## config.mk

```make
export PLATFORM = sky130hd
export DESIGN_NAME = brf_register_file
export DESIGN_NICKNAME = d
export VERILOG_FILES = /design/src/brf_register_file.v
export VERILOG_INCLUDE_DIRS = /design/src /design/src/src
export SDC_FILE = /design/constraint.sdc
export NUM_CORES = 2
export LEC_CHECK = 0
export ABC_CLOCK_PERIOD_IN_PS = 102400
export BUFFER_PORTS_ARGS = -buffer_cell sky130_fd_sc_hd__buf_2
export CAP_MARGIN = 20
export CORE_MARGIN = 1
export CORE_UTILIZATION = 35
export CTS_CLUSTER_SIZE = 30
export DETAILED_ROUTE_END_ITERATION = 6
export GPL_ROUTABILITY_DRIVEN = 0
export PLACE_DENSITY = 0.51
export RECOVER_POWER = 50
export SLEW_MARGIN = 20
export SYNTH_ARGS = -nofsm -noshare
export SYNTH_HDL_FRONTEND = slang
export SYNTH_SLANG_ARGS = --single-unit
```

## constraint.sdc

```tcl
create_clock -name clk -period 102.4 [get_ports clk]
set_input_delay 10.24 -clock clk [delete_from_list [all_inputs] [get_ports clk]]
set_output_delay 10.24 -clock clk [all_outputs]
set_load 0.05 [all_outputs]
```

## src/brf_map.vh

```
// register offsets, reset values and field positions for the register file
`ifndef BRF_MAP_VH
`define BRF_MAP_VH
`define BRF_ADDR_W 8
`define BRF_DATA_W 8
`define BRF_PORT_REGS 8'h04
`define BRF_CTRL_BASE 8'hF0
`define BRF_PORT2_MODE 8'hF6
`define BRF_PORT3_MODE 8'hF7
`define BRF_PORT01_MODE 8'hF8
`define BRF_INT_PRIO 8'hF9
`define BRF_INT_REQ 8'hFA
`define BRF_INT_MASK 8'hFB
`define BRF_FLAGS 8'hFC
`define BRF_REG_PTR 8'hFD
`define BRF_SP_HIGH 8'hFE
`define BRF_SP_LOW 8'hFF
`define BRF_RST_ZERO 8'h00
`define BRF_RST_PORT01_MODE 8'hCF
`define BRF_GRP_HI 7
`define BRF_GRP_LO 4
`define BRF_BANK_HI 3
`define BRF_BANK_LO 0
`define BRF_WORK_NIB 4'hE
`define BRF_BANK_D 4'hD
`define BRF_BANK_F 4'hF
`define BRF_BANK_NONE 4'h0
`define BRF_LOW_WIN_HI 4'h0
`endif

```

## src/brf_register_file.v

```verilog
// banked register file with working-group and expanded-bank mapping
//
// Behaviour
// - provide 256 byte-wide primary register locations for the core
// - primary space holds 4 port, 16 control/status, 236 general registers
// - expanded register space adds groups F and D beyond primary space
// - low sixteen addresses map to primary space, bank D or bank F of 16 registers; other banks read zero
// - register_pointer bits 7..4 choose working group for short addressing
// - register_pointer bits 3..0 choose bank mapped into low sixteen window
`timescale 1ns/1ps
`include "brf_map.vh"
module brf_register_file #(
  parameter GP_WORDS = 236,
  parameter BANK_REGS = 16
) (
  input wire clk,
  input wire rst,
  input wire clk_en,
  input wire [7:0] addr,
  input wire [7:0] wdata,
  input wire wr,
  input wire rd,
  output reg [7:0] rdata,
  output reg [7:0] port_out_0,
  output reg [7:0] port_out_1,
  output reg [7:0] port_out_2,
  output reg [7:0] port_out_3,
  output wire [3:0] working_group,
  output wire [3:0] expanded_bank
);
  // ----------------------------------------------------------------
  // control registers
  // ----------------------------------------------------------------
  reg [7:0] port2_mode;
  reg [7:0] port3_mode;
  reg [7:0] port0_port1_mode;
  reg [7:0] interrupt_priority;
  reg [7:0] interrupt_request;
  reg [7:0] interrupt_mask;
  reg [7:0] condition_flags;
  reg [7:0] register_pointer;
  reg [7:0] stack_pointer_high;
  reg [7:0] stack_pointer_low;
  // ----------------------------------------------------------------
  // storage: general registers and expanded banks
  // ----------------------------------------------------------------
  reg [7:0] gp_mem [0:GP_WORDS-1];
  reg [7:0] bank_d [0:BANK_REGS-1];
  reg [7:0] bank_f [0:BANK_REGS-1];
  reg [7:0] next_rdata;

  assign working_group = register_pointer[`BRF_GRP_HI:`BRF_GRP_LO];
  assign expanded_bank = register_pointer[`BRF_BANK_HI:`BRF_BANK_LO];

  // ----------------------------------------------------------------
  // address decode
  // ----------------------------------------------------------------
  // short working-register form 0xE0..0xEF is relocated to the group
  wire short_form = (addr[7:4] == `BRF_WORK_NIB);
  wire [7:0] eff_addr = short_form ? {working_group, addr[3:0]} : addr;
  wire low_win = (eff_addr[7:4] == `BRF_LOW_WIN_HI);
  wire to_bank = low_win && (expanded_bank != `BRF_BANK_NONE);
  wire hit_d = to_bank && (expanded_bank == `BRF_BANK_D);
  wire hit_f = to_bank && (expanded_bank == `BRF_BANK_F);
  wire is_port = !to_bank && (eff_addr < `BRF_PORT_REGS);
  wire is_ctrl = (eff_addr >= `BRF_CTRL_BASE);
  wire is_gp = !to_bank && !is_port && !is_ctrl;
  wire [7:0] gp_idx = eff_addr - `BRF_PORT_REGS;
  wire [3:0] bidx = eff_addr[3:0];

  // ----------------------------------------------------------------
  // general and bank storage, one always block per entry from a generate loop
  // ----------------------------------------------------------------
  genvar gi;
  generate
    for (gi = 0; gi < GP_WORDS; gi = gi + 1) begin : g_gp
      always @(posedge clk or posedge rst) begin
        if (rst) begin
          gp_mem[gi] <= `BRF_RST_ZERO;
        end else if (clk_en && wr && is_gp && gp_idx == gi) begin
          gp_mem[gi] <= wdata;
        end
      end
    end
    for (gi = 0; gi < BANK_REGS; gi = gi + 1) begin : g_bank
      always @(posedge clk or posedge rst) begin
        if (rst) begin
          bank_d[gi] <= `BRF_RST_ZERO;
          bank_f[gi] <= `BRF_RST_ZERO;
        end else if (clk_en && wr && bidx == gi) begin
          if (hit_d) begin
            bank_d[gi] <= wdata;
          end
          if (hit_f) begin
            bank_f[gi] <= wdata;
          end
        end
      end
    end
  endgenerate

  // ----------------------------------------------------------------
  // port and control registers
  // ----------------------------------------------------------------
  // reset values not given are cleared so that state is defined
  always @(posedge clk or posedge rst) begin
    if (rst) begin
      port_out_0 <= `BRF_RST_ZERO;
      port_out_1 <= `BRF_RST_ZERO;
      port_out_2 <= `BRF_RST_ZERO;
      port_out_3 <= `BRF_RST_ZERO;
      port2_mode <= `BRF_RST_ZERO;
      port3_mode <= `BRF_RST_ZERO;
      port0_port1_mode <= `BRF_RST_PORT01_MODE;
      interrupt_priority <= `BRF_RST_ZERO;
      interrupt_request <= `BRF_RST_ZERO;
      interrupt_mask <= `BRF_RST_ZERO;
      condition_flags <= `BRF_RST_ZERO;
      register_pointer <= `BRF_RST_ZERO;
      stack_pointer_high <= `BRF_RST_ZERO;
      stack_pointer_low <= `BRF_RST_ZERO;
    end else if (clk_en && wr) begin
      if (is_port) begin
        case (eff_addr[1:0])
          2'h0: begin
            port_out_0 <= wdata;
          end
          2'h1: begin
            port_out_1 <= wdata;
          end
          2'h2: begin
            port_out_2 <= wdata;
          end
          default: begin
            port_out_3 <= wdata;
          end
        endcase
      end
      // control block is never banked, so the full effective address
      // decides; reserved control slots simply drop the write
      case (eff_addr)
        `BRF_PORT2_MODE: begin
          port2_mode <= wdata;
        end
        `BRF_PORT3_MODE: begin
          port3_mode <= wdata;
        end
        `BRF_PORT01_MODE: begin
          port0_port1_mode <= wdata;
        end
        `BRF_INT_PRIO: begin
          interrupt_priority <= wdata;
        end
        `BRF_INT_REQ: begin
          interrupt_request <= wdata;
        end
        `BRF_INT_MASK: begin
          interrupt_mask <= wdata;
        end
        `BRF_FLAGS: begin
          condition_flags <= wdata;
        end
        `BRF_REG_PTR: begin
          // new pointer steers decode from the next cycle on
          register_pointer <= wdata;
        end
        `BRF_SP_HIGH: begin
          stack_pointer_high <= wdata;
        end
        `BRF_SP_LOW: begin
          stack_pointer_low <= wdata;
        end
        default: begin
        end
      endcase
    end
  end

  // ----------------------------------------------------------------
  // read path, data one cycle after the strobe
  // ----------------------------------------------------------------
  always @* begin
    next_rdata = `BRF_RST_ZERO;
    if (hit_d) begin
      next_rdata = bank_d[bidx];
    end else if (hit_f) begin
      next_rdata = bank_f[bidx];
    end else if (to_bank) begin
      // unimplemented banks read zero
      next_rdata = `BRF_RST_ZERO;
    end else if (is_port) begin
      case (eff_addr[1:0])
        2'h0: begin
          next_rdata = port_out_0;
        end
        2'h1: begin
          next_rdata = port_out_1;
        end
        2'h2: begin
          next_rdata = port_out_2;
        end
        default: begin
          next_rdata = port_out_3;
        end
      endcase
    end else if (is_gp) begin
      next_rdata = gp_mem[gp_idx];
    end else begin
      // reserved control slots read zero
      case (eff_addr)
        `BRF_PORT2_MODE: begin
          next_rdata = port2_mode;
        end
        `BRF_PORT3_MODE: begin
          next_rdata = port3_mode;
        end
        `BRF_PORT01_MODE: begin
          next_rdata = port0_port1_mode;
        end
        `BRF_INT_PRIO: begin
          next_rdata = interrupt_priority;
        end
        `BRF_INT_REQ: begin
          next_rdata = interrupt_request;
        end
        `BRF_INT_MASK: begin
          next_rdata = interrupt_mask;
        end
        `BRF_FLAGS: begin
          next_rdata = condition_flags;
        end
        `BRF_REG_PTR: begin
          next_rdata = register_pointer;
        end
        `BRF_SP_HIGH: begin
          next_rdata = stack_pointer_high;
        end
        `BRF_SP_LOW: begin
          next_rdata = stack_pointer_low;
        end
        default: begin
          next_rdata = `BRF_RST_ZERO;
        end
      endcase
    end
  end

  // read data is held between reads so a stalled core sees no glitch
  always @(posedge clk or posedge rst) begin
    if (rst) begin
      rdata <= `BRF_RST_ZERO;
    end else if (clk_en && rd) begin
      rdata <= next_rdata;
    end
  end
endmodule

```

-- Yosys cells after proc, flatten, opt, wreduce, memory -nomap -nowiden
Index checks and enable logic that the tools add are counted.
- flip-flop bits (word level): 2264
- output and inout port bits: 48
- add/subtract/negate cells: 1
- order comparisons: 4
- eq/ne operators: 265
- mux-type cells: 17
- bitwise logic cells: 3
- reductions and logical operators: 316
- operator list (cell ; number):
    $eq A8 B8 Y1 const B ; 118
    $eq A8 B7 Y1 const B ; 64
    $logic_and A1 B1 Y1 ; 261
    $eq A8 B6 Y1 const B ; 32
    $eq A8 B5 Y1 const B ; 16
    $mux W8 ; 12
    $reduce_and A2 Y1 ; 42
    $pmux W8 S10 ; 1
    $bmux W8 S4 ; 2
    $bmux W8 S8 ; 1
    $eq A8 B4 Y1 const B ; 8
    $eq A4 B4 Y1 const B ; 11
    $eq A8 B3 Y1 const B ; 4
    $pmux W8 S3 ; 1
    $eq A4 B3 Y1 const B ; 4
    $eq A8 B2 Y1 const B ; 2
    $reduce_and A3 Y1 ; 4
    $ge A9 B9 Y1 const B ; 1
    $not A8 Y9 ; 1
    $eq A4 B2 Y1 const B ; 2
    $eq A8 B1 Y1 const B ; 1
    $ge A8 B8 Y1 const B ; 1
    $logic_not A4 Y1 ; 2
    $logic_not A8 Y1 ; 1
    12 further kinds ; 14

-- Depth between registers and ports, before layout
- depth after elaboration: 14
- gate-level depth with buffers: 17
- depth with buffers taken out: 10

-- Worst setup path after synthesis
Ideal clock, no wire load.
- path type: in2reg
- start: input port addr[2]
- end: register rdata[2]
- library setup time: 0.082 ns
- arrival: 13.933 ns
- data required time: 102.318 ns
- slack: 88.385 ns
- stages: 16
- buffers on the path: 8
- cell sequence: buf_2 -> buf_2 -> inv_1 -> clkbuf_1 -> buf_2 -> ha_1 -> clkbuf_1 -> nor2b_1 -> clkbuf_1 -> clkbuf_1 -> clkbuf_1 -> a22oi_1 -> a31oi_1 -> a21oi_1 -> or4b_1 -> a31oi_1
- word-level cells in the longest chain between the ends: 11
- elaborated cells on any way between the ends: 36
- those cells by class: 1 x add/sub; 2 x order compare; 10 x eq/ne; 16 x mux; 2 x bitwise; 5 x reduce/logical
- ends and longest elaborated chain (item ; RTL line ; text):
    start: declaration ; brf_register_file.v:19 ; input wire [7:0] addr,
    $mux W8 * ; brf_register_file.v:60 ; wire [7:0] eff_addr = short_form ? {working_group, addr[3:0]} : addr;
    $sub A8 B3 Y8 (no line) or $lt A8 B3 Y1 (tied branches) ; n/a ;
    $not A8 Y9 (not written as such) or $logic_and A1 B1 Y1 (tied branches) ; brf_register_file.v:207, brf_register_file.v:65 ;
    $bmux W8 S8 or $logic_not A1 Y1 (tied branches) ; brf_register_file.v:207, brf_register_file.v:67 ;
    $mux W8 (not written as such) or $logic_and A1 B1 Y1 (tied branches) (2 in a row) ; brf_register_file.v:207, brf_register_file.v:67 ;
    $mux W8 ; brf_register_file.v:206 ; end else if (is_gp) begin
    $mux W8 ; brf_register_file.v:191 ; end else if (is_port) begin
    $mux W8 ; brf_register_file.v:188 ; end else if (to_bank) begin
    $mux W8 ; brf_register_file.v:186 ; end else if (hit_f) begin
    $mux W8 * ; brf_register_file.v:184 ; if (hit_d) begin
    end signal: assignment ; brf_register_file.v:251 ; rdata <= `BRF_RST_ZERO;
    end signal: assignment ; brf_register_file.v:253 ; rdata <= next_rdata;
    end: declaration ; brf_register_file.v:23 ; output reg [7:0] rdata,
Mark *: on every way between the ends. The rest lies on a longest branch, timed or not. The select of a mux whose other input is x is not followed.
A chain may end at the register's enable or synchronous reset.

==> flow_metrics.tcl <==
set metrics [dict create \
    crit-reg2reg-launch "register_pointer[6]" \
    ys_types 69 \
    max_freq_ghz 0.03241 \
    post-cts-setup-buffers 0 \
    dieWidth_um 544.1 \
    num_rows 198 \
    avgRoutedWirePerCell_um 28.73 \
    antenna_found_initial 20 \
    r2r_cells 7 \
    synth.yosys.warnings 0 \
    multi_input_area_sq_um 44230 \
    dieArea_sq_um 296000 \
    final_max_slew_viol_count 1870 \
    rsz0062_at_grt "no" \
    ys.flop_type "dfrtp_1" \
    path_cells "buf_2, clkinvlp_2, clkbuf_1, clkbuf_1, clkbuf_1" \
    status "finished with violations" \
    slowest_delay_ps 6400 \
    async_flop_share_pct 100.0 \
    start_util_pct 35.27 \
    worstSetupEndpointType "async pin" \
    dpl_cell_area_sq_um 107400 \
    critPathRequiredTime_ps 101110 \
    cts.repair.resized 0 \
    leakage_nw 54.57 \
    design_area_sq_um 116000 \
    grt_max_degree 173 \
    port_buffers 68 \
    die_h_um 544.1 \
    dpl.cell_count 10068 \
    period_share_pct 30.13 \
    p_sw_mw 0.5011 \
    drc 0 \
    netlist_area_sq_um 102900 \
    total_power_mw 2.043 \
    pwr_density_cell_nw_per_um2 17.62 \
    hold_viol_final 0 \
    layout.nets 6463 \
    grt_pass1_wl_um 450300 \
    synth.yosys.seq_area_share_pct 55.09 \
    netSwitchingFraction_pct 24.53 \
    whs_endpoint "gp_mem[1293]" \
    start_kind "primary input" \
    clk_pin_slew_ps 50 \
    finClkSkew_ps 57.44 \
    maxCapViolations 37 \
    worstSetupPathType "in2async" \
    pwr-share-seq_pct 46.0 \
    core_sq_um 291600 \
    drtPass1Iterations 5 \
    cp_num_buf_inv 5 \
    worstPathArrival_ps 29560 \
    drive_gt1_share_pct 51.73 \
    synth_nets 6472 \
    cts_root_buf "clkbuf_16" \
    gr-total-overflow 0 \
    n_fill_cell 26826 \
    crit_path_max_fanout 168 \
    pwr-share-comb_pct 7.2 \
    worstHoldStart "gp_mem[1293]" \
    viasPerCell 5.538 \
    cp_top_family "buffers and inverters" \
    instances_no_fill 10545 \
    drt_wl_total_um 303000 \
    syn_area_per_cell_sq_um 15.96 \
    worstMarginPinSlew_ps 9006 \
    grt_pass1_vias 61740 \
    final.setup.tns_ps 0 \
    hold_depth 1 \
    areaGrowthSynthToFinish_pct 12.74 \
    timing.final.crit_period_ps 30850 \
    violations "capacitance limit, slew limit" \
    postRouteAntennaNets 0 \
    hp-class "reg2reg" \
    htreeDepth 5 \
    setup_viol 0 \
    irDropWorstVdd_mv 0.01208 \
    ys_ff_latch 2264 \
    cts.sinks 2264 \
    rrSetupSlack_ps 96650 \
    holdBufCountCts 0 \
    crit_top_cell "clkbuf_1" \
    clockBufferDepth 4 \
    seq_area_sq_um 56660 \
    synth_edf_count 0 \
    clk-insertion-delay-late_ps 890 \
    power_frac_clock_pct 46.9 \
    tritoncts "yes" \
    p_int_mw 1.542 \
    slowest_stage "clkbuf_1" \
    dp_hpwl_um 186300 \
    drt_iter0_drc 3877 \
    grt_usage_pct 20.60 \
    io_pins 69 \
    slew_headroom_pct -500.4 \
    syn_inst 6446 \
    via_count 58394 \
    numCtsBuffers 267 \
    r2r-end "gp_mem[1596]" \
]
-- final cells by class --
class	count	share of cell area, %
Antenna cell	3	0.006474
Inverter	10	0.03345
Sequential cell	2264	48.86
Tap cell	3900	4.208
Clock buffer	399	6.959
Multi-Input combinational cell	3693	38.15
Timing Repair Buffer	201	1.123
Clock inverter	75	0.6604
-- sequential cells by signal (all words and copies together), names as in the netlist --
| signal | flops |
|---|---|
| stack_pointer_high | 8 |
| port2_mode | 8 |
| stack_pointer_low | 8 |
| rdata | 8 |
| bank_f | 128 |
| port_out_2 | 8 |
| gp_mem | 1888 |
| interrupt_mask | 8 |
| condition_flags | 8 |
| port0_port1_mode | 8 |
| register_pointer | 8 |
| port_out_0 | 8 |
| interrupt_priority | 8 |
| bank_d | 128 |
| port_out_3 | 8 |
| port3_mode | 8 |
| interrupt_request | 8 |
| port_out_1 | 8 |
-- layout by cell type, fill, tap and decap left out, types with 8 or more instances in the layout --
cell type and n:
a21oi_1 29, a221oi_1 24, a22o_1 21, a22oi_1 71, a31oi_1 13, a32oi_1 15
buf_2 9, buf_4 89, buf_8 10, bufinv_16 8, clkbuf_1 139, clkbuf_16 276
clkbuf_8 71, clkinv_2 45, dfrtp_1 2258, inv_1 8, inv_6 9, mux2_1 78
mux2_2 2187, mux2i_1 9, mux4_2 624, nand2_1 218, nand3_1 27, nor2_1 112
nor2_2 54, nor3_1 11, nor3_2 9, o211ai_1 9, o21ai_0 35, o22ai_1 32
-- cell families after synthesis --
group | synth area share, %
buffers and inverters | 1.935
XOR/XNOR | 0.01703
AND/OR/NAND/NOR | 2.220
AO/OA/AOI/OAI | 2.128
adder cells (fa/ha/maj) | 0.06082
flip-flops | 55.09
multiplexers | 38.55
-- cells in the mapped netlist, types with 32 or more instances --
library cell / number / area (sq um)
a22oi_1: 71 / 533.0
buf_2: 85 / 425.4
clkbuf_1: 351 / 1318
dfrtp_1: 2258 / 56500
mux2_1: 78 / 878.3
mux2_2: 2187 / 24630
mux4_2: 624 / 14050
nand2_1: 218 / 818.3
nor2_1: 94 / 352.8
nor2_2: 75 / 469.2
o21ai_0: 37 / 185.2
o22ai_1: 32 / 200.2
-- power groups by stage --
| stage | Sequential, mW | Clock, mW | Combinational (mW) |
|---|---|---|---|
| 2_1_floorplan | 0.958 | 0 | 0.0946 |
| 3_3_place_gp | 0.954 | 0 | 0.147 |
| 3_5_place_dp | 0.955 | 0 | 0.150 |
| 4_1_cts | 0.939 | 0.984 | 0.150 |
| 5_1_grt | 0.942 | 1.02 | 0.157 |
| 6_report | 0.939 | 0.958 | 0.146 |
-- worst max path at each step --
stage	startpoint	end	slack (ps)	depth (start not counted)
2_1_floorplan	rst	bank_d[0]	28200	1
3_3_place_gp	addr[0]	rdata[0]	85290	12
3_5_place_dp	addr[0]	rdata[0]	85310	12
4_1_cts	addr[0]	rdata[0]	86250	12
5_1_grt	rst	gp_mem[1360]	67200	5
6_report	rst	gp_mem[1334]	71550	5
-- layer usage --
layer / part of all wire, % / vias up / wire length, um / track usage, %
met4: 2.8 / 4 / 8336 / 5.748
li1: - / 24356 / - / -
met5: 0.0079 / - / 24 / 0
met3: 4.5 / 417 / 13620 / 3.006
met2: 47 / 1202 / 143400 / 32.90
met1: 45 / 32415 / 137600 / 29.17
-- metrics by stage --
step	setup slack, ps	util (%)	hold WS [ps]
floorplan	28200	-	452.4
global placement	85290	36.84	463.2
detailed placement	85310	36.84	470.0
CTS	86250	39.87	483.3
global route	67200	39.77	493.8
finish	71550	39.77	479.3
Power figures use the tool's default switching activity.
